==> src/hw/reset_cause_pkg.sv <==
// Constants, field layouts and carrier types for the reset-cause and brown-out control block.
package reset_cause_pkg;

    // Register geometry and bus decode.
    localparam int unsigned REG_W                = 8;
    localparam int unsigned BUS_DATA_W           = 32;
    localparam int unsigned BUS_ADDR_W           = 4;
    localparam logic [3:0]  BROWNOUT_CONTROL_OFS = 4'h0;
    localparam logic [3:0]  RESET_CAUSE_OFS      = 4'h4;

    // Brown-out control register fields.
    localparam int unsigned SOFTWARE_BROWNOUT_ENABLE_BIT           = 7;
    localparam int unsigned RESERVED_BIT         = 6;
    localparam int unsigned READY_BIT            = 0;

    // Reset-cause register fields.
    localparam int unsigned STACK_OVERFLOW_FLAG_BIT           = 7;
    localparam int unsigned STACK_UNDERFLOW_FLAG_BIT           = 6;
    localparam int unsigned WDT_BIT              = 4;
    localparam int unsigned PIN_BIT              = 3;
    localparam int unsigned RI_BIT               = 2;
    localparam int unsigned POR_BIT              = 1;
    localparam int unsigned BOR_BIT              = 0;

    // Reset values and masks of the reset-cause register.
    localparam logic [7:0]  CAUSE_POR_VALUE      = 8'h1C;
    localparam logic [7:0]  CAUSE_BOR_SET        = 8'h1C;
    localparam logic [7:0]  CAUSE_BOR_KEEP       = 8'h02;
    localparam logic [7:0]  CAUSE_WRITE_MASK     = 8'hDF;

    // Reset values of the brown-out control register.
    localparam logic        SOFTWARE_BROWNOUT_ENABLE_RESET         = 1'b1;
    localparam logic        RESERVED_RESET       = 1'b0;

    // Brown-out configuration field encodings.
    localparam logic [1:0]  CFG_ALWAYS_OFF       = 2'h0;
    localparam logic [1:0]  CFG_SOFTWARE         = 2'h1;

    // Unmapped reads return this value.
    localparam logic [31:0] UNMAPPED_READ        = 32'h0000_0000;

    // Same-clock reset requests from the core.
    typedef struct packed {
        logic stack_overflow;
        logic stack_underflow;
        logic watchdog;
        logic reset_instruction;
    } reset_event_t;

    // Bus slave handshake states.
    typedef enum logic [1:0] {
        BUS_IDLE = 2'h1,
        BUS_ACK  = 2'h2
    } bus_state_t;

endpackage : reset_cause_pkg

==> src/hw/level_sync.sv <==
// Two flip-flop synchroniser for asynchronous level inputs.
`timescale 1ns/10ps
module level_sync
    import reset_cause_pkg::*;
#(
    parameter int unsigned WIDTH = 1
) (
    // Clock and reset.
    input  wire logic             sys_clk,
    input  wire logic             rstn,
    // Asynchronous input and its expected resting level.
    input  wire logic [WIDTH-1:0] async_in,
    input  wire logic [WIDTH-1:0] idle_value,
    // Synchronised output.
    output logic      [WIDTH-1:0] sync_out
);

    logic [WIDTH-1:0] meta_r;

    // The first stage feeds only the second stage, which limits metastability spread.
    always_ff @(posedge sys_clk or negedge rstn) begin
        if (!rstn) begin
            meta_r   <= '0;
            sync_out <= '0;
        end else begin
            meta_r   <= async_in;
            sync_out <= meta_r;
        end
    end

    // The idle value is only documentation of the expected resting level for users.
    logic unused_idle;
    assign unused_idle = ^idle_value;

endmodule : level_sync

==> src/hw/reset_cause_control.sv <==
// Brown-out control and reset-cause flag registers behind an Avalon-MM slave.
//
// Register access over Avalon-MM and the register offsets are this design's own decisions.
`timescale 1ns/10ps

// Overview of operation
// - Mode 01: software bit enables brown-out detection.
// - Other modes: software bit stored, ignored.
// - Software enable bit 7, set by power-on/brown-out.
// - Bit 0 read-only, shows brown-out circuit active.
// - Bits 5-1 read zero; bit 6 reserved.
// - Only the flag of the actual cause changes; brown-out also reloads bits 7-2.
// - Hardware restores flags to inactive only on power-on and brown-out.
// - Software may force flags active, no reset.
// - Stack overflow flag bit 7, hardware sets.
// - Stack underflow flag bit 6, hardware sets.
// - Watchdog flag bit 4, cleared on watchdog reset.
// - Pin flag bit 3, cleared on pin reset.
// - Instruction flag bit 2, cleared on reset instruction.
// - Power-on flag bit 1 reads 0 after power-on.
// - Brown-out flag bit 0 reads 0 after brown-out.
// - Brown-out reset is OR of both detectors.
module reset_cause_control
    import reset_cause_pkg::*;
(
    // Clock and power-on reset.
    input  wire logic                  sys_clk,
    input  wire logic                  rstn,
    // Avalon-MM slave.
    input  wire logic [BUS_ADDR_W-1:0] avs_address,
    input  wire logic                  avs_read,
    input  wire logic                  avs_write,
    input  wire logic [BUS_DATA_W-1:0] avs_writedata,
    input  wire logic [3:0]            avs_byteenable,
    output logic      [BUS_DATA_W-1:0] avs_readdata,
    output logic                       avs_waitrequest,
    // Static configuration word fields.
    input  wire logic [1:0]            brownout_config_mode,
    input  wire logic                  low_power_brownout_enable,
    input  wire logic                  external_reset_pin_enable,
    // Asynchronous analog and pin inputs.
    input  wire logic                  brownout_detector,
    input  wire logic                  low_power_brownout_detector,
    input  wire logic                  brownout_ready_raw,
    input  wire logic                  external_reset_pin_n,
    // Same-clock reset requests from the core.
    input  wire reset_event_t          reset_events,
    // Outputs to the power control block.
    output logic                       brownout_detect_enable,
    output logic                       brownout_reset
);

    // Synchronised copies of the asynchronous inputs.
    logic [3:0] async_raw;
    logic [3:0] async_sync;
    logic       bod_s;
    logic       lp_bod_s;
    logic       ready_s;
    logic       pin_low_s;

    // Register state.
    logic       software_brownout_enable_r;
    logic       reserved_r;
    logic [7:0] cause_r;
    logic [7:0] cause_nxt;
    bus_state_t bus_state_r;

    // Decoded bus strobes.
    logic       bus_req;
    logic       wr_take;
    logic       hit_brownout_control_wr;
    logic       hit_cause_wr;
    logic       low_lane;
    logic [7:0] wr_byte;
    logic [7:0] brownout_control_view;
    logic       pin_reset;

    // Address comparison used by both the read and the write decode.
    function automatic logic addr_hit(input logic [BUS_ADDR_W-1:0] addr,
                                      input logic [3:0]            ofs);
        addr_hit = (addr == ofs);
    endfunction : addr_hit

    // All analog and pin levels pass two flip-flops before any logic sees them.
    // The pin is inverted first so that the all-zero synchroniser reset means idle.
    assign async_raw = {~external_reset_pin_n, brownout_ready_raw,
                        low_power_brownout_detector, brownout_detector};

    level_sync #(
        .WIDTH      (4)
    ) u_sync (
        .sys_clk    (sys_clk),
        .rstn       (rstn),
        .async_in   (async_raw),
        .idle_value ('0),
        .sync_out   (async_sync)
    );

    assign bod_s    = async_sync[0];
    assign lp_bod_s = async_sync[1];
    assign ready_s  = async_sync[2];
    assign pin_low_s = async_sync[3];

    // Detection enable: mode 01 follows software, 00 is off, other modes run always.
    always_ff @(posedge sys_clk or negedge rstn) begin
        if (!rstn) begin
            brownout_detect_enable <= 1'b0;
        end else if (brownout_config_mode == CFG_SOFTWARE) begin
            brownout_detect_enable <= software_brownout_enable_r;
        end else begin
            brownout_detect_enable <= (brownout_config_mode != CFG_ALWAYS_OFF);
        end
    end

    // Generic brown-out reset is the OR of the gated main and low-power detectors.
    always_ff @(posedge sys_clk or negedge rstn) begin
        if (!rstn) begin
            brownout_reset <= 1'b0;
        end else begin
            brownout_reset <= (bod_s & brownout_detect_enable)
                            | (lp_bod_s & low_power_brownout_enable);
        end
    end

    // A held-low external reset pin counts only when the pin function is enabled.
    assign pin_reset = external_reset_pin_enable & pin_low_s;

    // Bus handshake: each access waits one cycle, then completes.
    assign bus_req         = avs_read | avs_write;
    assign avs_waitrequest = bus_req & (bus_state_r != BUS_ACK);
    assign wr_take         = avs_write & (bus_state_r == BUS_ACK);
    assign low_lane        = avs_byteenable[0];
    assign wr_byte         = avs_writedata[REG_W-1:0];
    assign hit_brownout_control_wr   = wr_take & low_lane & addr_hit(avs_address, BROWNOUT_CONTROL_OFS);
    assign hit_cause_wr    = wr_take & low_lane & addr_hit(avs_address, RESET_CAUSE_OFS);

    // Handshake state machine.
    always_ff @(posedge sys_clk or negedge rstn) begin
        if (!rstn) begin
            bus_state_r <= BUS_IDLE;
        end else begin
            case (bus_state_r)
                BUS_IDLE: begin
                    if (bus_req) begin
                        bus_state_r <= BUS_ACK;
                    end
                end
                BUS_ACK: begin
                    bus_state_r <= BUS_IDLE;
                end
                default: begin
                    bus_state_r <= BUS_IDLE;
                end
            endcase
        end
    end

    // Read view of the brown-out control register; unimplemented bits are zero.
    always_comb begin
        brownout_control_view               = '0;
        brownout_control_view[SOFTWARE_BROWNOUT_ENABLE_BIT]   = software_brownout_enable_r;
        brownout_control_view[RESERVED_BIT] = reserved_r;
        brownout_control_view[READY_BIT]    = ready_s & brownout_detect_enable;
    end

    // Read data is captured in the waiting cycle and stands at the completing edge.
    always_ff @(posedge sys_clk or negedge rstn) begin
        if (!rstn) begin
            avs_readdata <= '0;
        end else if (avs_read && bus_state_r == BUS_IDLE) begin
            if (addr_hit(avs_address, BROWNOUT_CONTROL_OFS)) begin
                avs_readdata <= {{(BUS_DATA_W-REG_W){1'b0}}, brownout_control_view};
            end else if (addr_hit(avs_address, RESET_CAUSE_OFS)) begin
                avs_readdata <= {{(BUS_DATA_W-REG_W){1'b0}}, cause_r};
            end else begin
                avs_readdata <= UNMAPPED_READ;
            end
        end
    end

    // Brown-out control: power-on and brown-out load defaults, software writes otherwise.
    always_ff @(posedge sys_clk or negedge rstn) begin
        if (!rstn) begin
            software_brownout_enable_r   <= SOFTWARE_BROWNOUT_ENABLE_RESET;
            reserved_r <= RESERVED_RESET;
        end else if (brownout_reset) begin
            software_brownout_enable_r   <= SOFTWARE_BROWNOUT_ENABLE_RESET;
            reserved_r <= RESERVED_RESET;
        end else if (hit_brownout_control_wr) begin
            software_brownout_enable_r   <= wr_byte[SOFTWARE_BROWNOUT_ENABLE_BIT];
            reserved_r <= wr_byte[RESERVED_BIT];
        end
    end

    // Next flag value: software write first, then hardware events override their bit.
    always_comb begin
        cause_nxt = cause_r;
        if (hit_cause_wr) begin
            cause_nxt = wr_byte & CAUSE_WRITE_MASK;
        end
        if (reset_events.stack_overflow) begin
            cause_nxt[STACK_OVERFLOW_FLAG_BIT] = 1'b1;
        end
        if (reset_events.stack_underflow) begin
            cause_nxt[STACK_UNDERFLOW_FLAG_BIT] = 1'b1;
        end
        if (reset_events.watchdog) begin
            cause_nxt[WDT_BIT] = 1'b0;
        end
        if (pin_reset) begin
            cause_nxt[PIN_BIT] = 1'b0;
        end
        if (reset_events.reset_instruction) begin
            cause_nxt[RI_BIT] = 1'b0;
        end
    end

    // Flag register: brown-out reloads all but bit 1; otherwise only the matching cause bit moves and inactive levels come from software.
    always_ff @(posedge sys_clk or negedge rstn) begin
        if (!rstn) begin
            cause_r <= CAUSE_POR_VALUE;
        end else if (brownout_reset) begin
            cause_r <= (cause_r & CAUSE_BOR_KEEP) | CAUSE_BOR_SET;
        end else begin
            cause_r <= cause_nxt;
        end
    end

endmodule : reset_cause_control

==> config.mk <==
export PLATFORM = sky130hd
export DESIGN_NAME = reset_cause_control
export DESIGN_NICKNAME = d
export VERILOG_FILES = /design/src/hw/reset_cause_pkg.sv /design/src/hw/level_sync.sv /design/src/hw/reset_cause_control.sv
export SDC_FILE = /design/constraint.sdc
export NUM_CORES = 1
export LEC_CHECK = 0
export ABC_AREA = 1
export BUFFER_PORTS_ARGS = -buffer_cell sky130_fd_sc_hd__buf_4
export CAP_MARGIN = 20
export CELL_PAD_IN_SITES_DETAIL_PLACEMENT = 0
export CELL_PAD_IN_SITES_GLOBAL_PLACEMENT = 1
export CORE_MARGIN = 1.5
export CORE_UTILIZATION = 31
export CTS_BUF_LIST = sky130_fd_sc_hd__clkbuf_2
export CTS_CLUSTER_DIAMETER = 120
export CTS_CLUSTER_SIZE = 10
export DETAILED_ROUTE_END_ITERATION = 10
export PLACE_DENSITY = 0.78
export SLEW_MARGIN = 20
export SYNTH_ARGS = -nofsm -noshare
export SYNTH_HDL_FRONTEND = slang
export SYNTH_HIERARCHICAL = 1
export SYNTH_SLANG_ARGS = --single-unit
==> constraint.sdc <==
create_clock -name sys_clk -period 1.4 [get_ports sys_clk]
set_input_delay 0.21 -clock sys_clk [delete_from_list [all_inputs] [get_ports sys_clk]]
set_output_delay 0.21 -clock sys_clk [all_outputs]
set_load 0.03 [all_outputs]
==> results.json, run 1 <==
{
  "min_period_ns": 1.41,
  "synth_top_cell_area_share_pct": 40.0,
  "grt_overflow": 0,
  "nets": 268,
  "crit_required_ns": 1.19,
  "synth.top_cells.by_area": "dfrtp_1 (40%), buf_4 (12%), dfstp_2 (8.8%)",
  "port_buffers": 38,
  "clock-sinks": 29,
  "first_global_vias": 1098,
  "crit_family": "flip-flops",
  "use_met2_pct": 20.7,
  "p_leak_nw": 1.08,
  "syn_inst": 160,
  "cp_cell_sequence": "inv_2, a21oi_2, buf_6",
  "cts_made_buffers": 5,
  "placed_area_um2": 1770,
  "max_stage_delay_ns": 0.56,
  "wire_per_inst_um": 10.6,
  "synth.distinct_cells": 23,
  "slew_viol_final": 0,
  "die_area_um2": 5270,
  "use_met3_pct": 4.17,
  "clk_latency_ns": 0.34,
  "place_congestion": 0.742,
  "drive_gt1_share_pct": 38.5,
  "h-tree-depth": 2,
  "r2r-end": "avs_readdata[6]$_DFFE_PN0P_",
  "yosys_most_used_dff": "dfrtp_1",
  "initial_core_util_pct": 32.0,
  "cts_tree": "yes",
  "arrival_ns": 1.20,
  "synth_area_um2": 1500,
  "dp.cells": 252,
  "antenna_cells": 0,
  "drt_iter0_drc": 36,
  "grt_max_degree": 30,
  "hold_viol": 0,
  "dpl.hpwl_um": 2100,
  "postLayoutCellArea_um2": 1880,
  "final_cells": 267,
  "ff2ff_setup_slack_ns": 0.17,
  "grt_usage_pct": 12.0,
  "yosys.cell_count.top_type": "nand2_1",
  "cp_max_fo": 2,
  "postSynth.asyncResetShare_pct": 100,
  "ys_seq_elements": 29,
  "setup_tns_ns": -0.00920,
  "syn_area_per_cell_um2": 9.38,
  "preCtsSetupSlack_ns": 0.260,
  "ir_drop_uv": 456,
  "area_growth_pct": 25.3,
  "fin_crit_sh_pct": 101,
  "worst-r2r-cell-count": 5,
  "crit_buf_inv": 2,
  "core_um2": 4690,
  "grt_util_met1_pct": 13.3,
  "ys_seq_area_share_pct": 48.8,
  "setup.worst_path.end_class": "primary output",
  "violations": "setup timing",
  "viasPerCell": 4.13,
  "worstReg2RegStart": "bus_state_r[0]$_DFFE_PN1P_",
  "synth_common_cells": "nand2_1 (30), buf_4 (24), dfrtp_1 (24)",
  "min_path_cells": 2,
  "synth-warning-count": 6,
  "fin_util_pct": 40.1,
  "status": "complete, but fails checks",
  "root_buffer": "clkbuf_2",
  "synth_edf_count": 0,
  "ant_nets": 0,
  "die_height_um": 72.6,
  "pin_count": 91,
  "setup_violations": 1,
  "fmax_mhz": 710,
  "top_usage_layer": "met2",
  "min_from": "brownout_config_mode[1]",
  "hold_path_end": "brownout_detect_enable$_DFF_PN0_",
  "hold_ws_ns": 0.0358,
  "dieWidth_um": 72.6,
  "fin_ws_ns": -0.00920,
  "drc": 0,
  "cap_violations": 0,
  "finalPower_mw": 2.02,
  "path_clk_slew_ns": 0.14,
  "drt_wl_total_um": 2820,
  "p_per_area_nw_per_um2": 1080,
  "crit_slowest_cell": "dfstp_2",
  "clk_path_buf_depth": 2,
  "rsz0062_at_grt": "yes",
  "hold_path.class": "in -> reg",
  "yosys.area.top_type": "dfrtp_1",
  "row_count": 25,
  "drt_pass1_iterations": 4,
  "crit_path_start_kind": "flop",
  "skew_ns": 0.0104,
  "crit_path_start": "bus_state_r[0]$_DFFE_PN1P_",
  "grt_pass1_wl_um": 4680,
  "antenna_found_initial": 0,
  "worstSetupPathType": "reg -> out",
  "vias": 1102
}
-- cell usage in the layout (no fill, tap or decap) --
master / n
buf_4: 41
nand2_1: 30
conb_1: 24
dfrtp_1: 24
nand3_1: 14
inv_1: 13
nor2_1: 10
inv_2: 8
clkbuf_2: 6
nand2_4: 5
o21ai_1: 5
nand3_2: 5
dfstp_2: 5
dlygate4sd3_1: 5
nand2_2: 2
nor2_8: 2
nand3_4: 2
nand4_1: 2
clkinv_2: 2
a22o_1: 1
a21oi_2: 1
a21o_1: 1
nand3b_1: 1
a21oi_1: 1
nor2_2: 1
or2_2: 1
buf_6: 1
-- where the power goes --
| part | switching [mW] | total, mW | internal (mW) |
|---|---|---|---|
| clock network | 0.280 | 0.406 | 0.126 |
| registers | 0.0603 | 1.00 | 0.942 |
| logic | 0.385 | 0.614 | 0.229 |
| total | 0.726 | 2.02 | 1.30 |
-- routing by layer --
| metal | up-vias | wire length (um) |
|---|---|---|
| li1 | 555 | - |
| met1 | 503 | 1270 |
| met2 | 39 | 1320 |
| met3 | 5 | 199 |
| met4 | 0 | 31 |
| met5 | - | 0 |
-- cell type report --
cell class | count | area (um2)
clock buffers | 6 | 30.0
flip-flops and latches | 29 | 732
inverters | 21 | 78.8
repair buffers | 47 | 369
well taps | 54 | 67.6
clock inverters | 2 | 10.0
multi-input cells | 108 | 592
fillers | 481 | 2810
-- logic make-up (layout without fill, tap and decap cells) --
| group | after synthesis | after routing | synth area share [%] |
|---|---|---|---|
| simple gates | 75 | 75 | 29.8 |
| buf+inv | 46 | 76 | 17.8 |
| flops | 29 | 29 | 48.8 |
| compound gates | 9 | 9 | 3.42 |
| other cells | 1 | 24 | 0.250 |
-- what timing repair did --
item	in CTS	in global routing
setup buffers	2	0
endpoints found under the setup margin	1	1
gates resized for setup	2	0
endpoints found under the hold margin	28	0
hold buffers	5	0
pin swaps	1	1
-- state kept, by name, summed over array words and instances, names as in the netlist --
signal and count:
avs_readdata 8, brownout_detect_enable 1, brownout_reset 1, bus_state_r 2
cause_r 7, reserved_r 1, software_brownout_enable_r 1, u_sync/meta_r 4
u_sync/sync_out 4
-- worst max-delay path by stage --
stage,slack (ns),cells after the start,endpoint
floorplan,0.10,2,avs_waitrequest
global placement,0.27,4,avs_readdata[6]$_DFFE_PN0P_
detailed placement,0.26,4,avs_readdata[6]$_DFFE_PN0P_
CTS,-0.05,3,avs_waitrequest
global route,-0.08,3,avs_waitrequest
finish,-0.009,3,avs_waitrequest
(Power assumes the default switching activity.)
==> run 2: changes to the inputs <==
Settings changed: BUFFER_PORTS_ARGS -buffer_cell sky130_fd_sc_hd__buf_4 to -buffer_cell sky130_fd_sc_hd__buf_2, CORE_MARGIN 1.5 to 5, CORE_UTILIZATION 31 to 30, CTS_BUF_LIST sky130_fd_sc_hd__clkbuf_2 to not set, PLACE_DENSITY 0.78 to 0.76.
==> results.json, run 2 (synthesis results as in run 1) <==
{
  "status": "finished, final reports clean",
  "wire_per_inst_um": 10.8,
  "min_path_cells": 1,
  "ant_nets": 0,
  "slew_viol_final": 0,
  "worst-r2r-cell-count": 5,
  "skew_ns": 0.00542,
  "arrival_ns": 1.14,
  "setup.worst_path.end_class": "primary output",
  "port_buffers": 38,
  "fin_crit_sh_pct": 96.6,
  "r2r-end": "avs_readdata[0]$_DFFE_PN0P_",
  "min_from": "brownout_detector",
  "p_per_area_nw_per_um2": 1250,
  "clock-sinks": 29,
  "antenna_cells": 0,
  "dp.cells": 266,
  "antenna_found_initial": 0,
  "root_buffer": "clkbuf_8",
  "hold_ws_ns": 0.0340,
  "multi_input_area_um2": 592,
  "cts_tree": "yes",
  "ff2ff_setup_slack_ns": 0.17,
  "largest_reg_flops": 8,
  "cp_max_fo": 2,
  "drt_iter0_drc": 35,
  "regArea_um2": 732,
  "vias": 1085,
  "finalPower_mw": 2.27,
  "cap_violations": 0,
  "dpl.hpwl_um": 2280,
  "drt_wl_total_um": 2970,
  "crit_required_ns": 1.19,
  "min_period_ns": 1.35,
  "drt_pass1_iterations": 4,
  "fmax_mhz": 740,
  "clk_latency_ns": 0.28,
  "cts_made_buffers": 5,
  "viasPerCell": 3.93,
  "pin_count": 91,
  "area_growth_pct": 20.9,
  "place_congestion": 0.671,
  "grt_pass1_wl_um": 4690,
  "hold_path_end": "u_sync/meta_r[0]$_DFF_PN0_",
  "nets": 264,
  "n_fill_cell": 500,
  "setup_tns_ns": 0,
  "regMostFlops": "avs_readdata",
  "final_cells": 276,
  "drive_gt1_share_pct": 38.3,
  "reg_top3": "avs_readdata: 8 flops, cause_r: 7 flops",
  "crit_path_start_kind": "flop",
  "worstSetupPathType": "reg -> out",
  "dieWidth_um": 80.7,
  "drc": 0,
  "die_height_um": 80.7,
  "row_count": 25,
  "rsz0062_at_grt": "yes",
  "path_clk_slew_ns": 0.06,
  "ir_drop_uv": 636,
  "die_area_um2": 6510,
  "initial_core_util_pct": 31.3,
  "clk_path_buf_depth": 2,
  "layout_commonest_cell": "buf_2",
  "p_leak_nw": 1.05,
  "grt_max_degree": 30,
  "grt_overflow": 0,
  "core_um2": 4790,
  "final_cell_mix": "buf_2 (37), nand2_1 (30), conb_1 (24), dfrtp_1 (24), nand3_1 (14)",
  "worstReg2RegStart": "bus_state_r[0]$_DFFE_PN1P_",
  "hold_viol": 0,
  "h-tree-depth": 2,
  "hold_path.class": "in -> reg",
  "setup_violations": 0,
  "grt_usage_pct": 9.94,
  "first_global_vias": 1046
}
run 2: what timing repair did:
| item | CTS | global route |
|---|---|---|
| setup buffers | 1 | 0 |
| pin swaps | 0 | 0 |
| gates cloned | 0 | 0 |
| hold endpoints to repair | 24 | 0 |
| hold buffers | 1 | 0 |
| resized for setup | 1 | 2 |
| setup endpoints to repair | 1 | 1 |
run 2: layer usage:
layer  global-route usage, %  vias up  wire length [um]
met2                    14.3       44              1280
li1                        -      546                 -
met4                    5.57        0                57
met5                       0        -                 0
met1                    12.2      487              1300
met3                    4.60        8               332
run 2: per-stage QoR:
stage               utilization, %  area [um2]  setup WS, ns
detailed placement            35.4        1700         0.245
finish                        37.9        1810        0.0478
floorplan                        -        1590         0.102
CTS                           37.7        1810        0.0155
global route                  37.9        1810      -0.00816
global placement              35.4        1700         0.253
run 2: how the worst max path moves through the flow:
stage	from	endpoint	slack (ns)	cells after the start
3_3_place_gp	bus_state_r[0]$_DFFE_PN1P_	avs_readdata[6]$_DFFE_PN0P_	0.25	4
2_1_floorplan	bus_state_r[0]$_DFFE_PN1P_	avs_waitrequest	0.10	2
5_1_grt	bus_state_r[0]$_DFFE_PN1P_	avs_waitrequest	-0.008	3
4_1_cts	bus_state_r[0]$_DFFE_PN1P_	avs_waitrequest	0.02	3
6_report	bus_state_r[0]$_DFFE_PN1P_	avs_waitrequest	0.05	3
3_5_place_dp	bus_state_r[0]$_DFFE_PN1P_	avs_readdata[6]$_DFFE_PN0P_	0.24	4
run 2: final cells by class:
class,count,share of cell area (%)
flip-flops and latches,29,40.4
multi-input cells,108,32.6
repair buffers,43,13.0
clock buffers,8,4.97
well taps,67,4.62
inverters,21,4.35
run 2: power by group:
part           total [mW]  internal [mW]  switching, mW
Sequential           1.00          0.943         0.0593
Combinational       0.559          0.174          0.385
Clock               0.705          0.400          0.305
run 2: critical path, cell delays in order (launching register included):
cell and delay (ns):
dfstp_2 0.54, inv_2 0.05, a21oi_2 0.13, buf_6 0.14
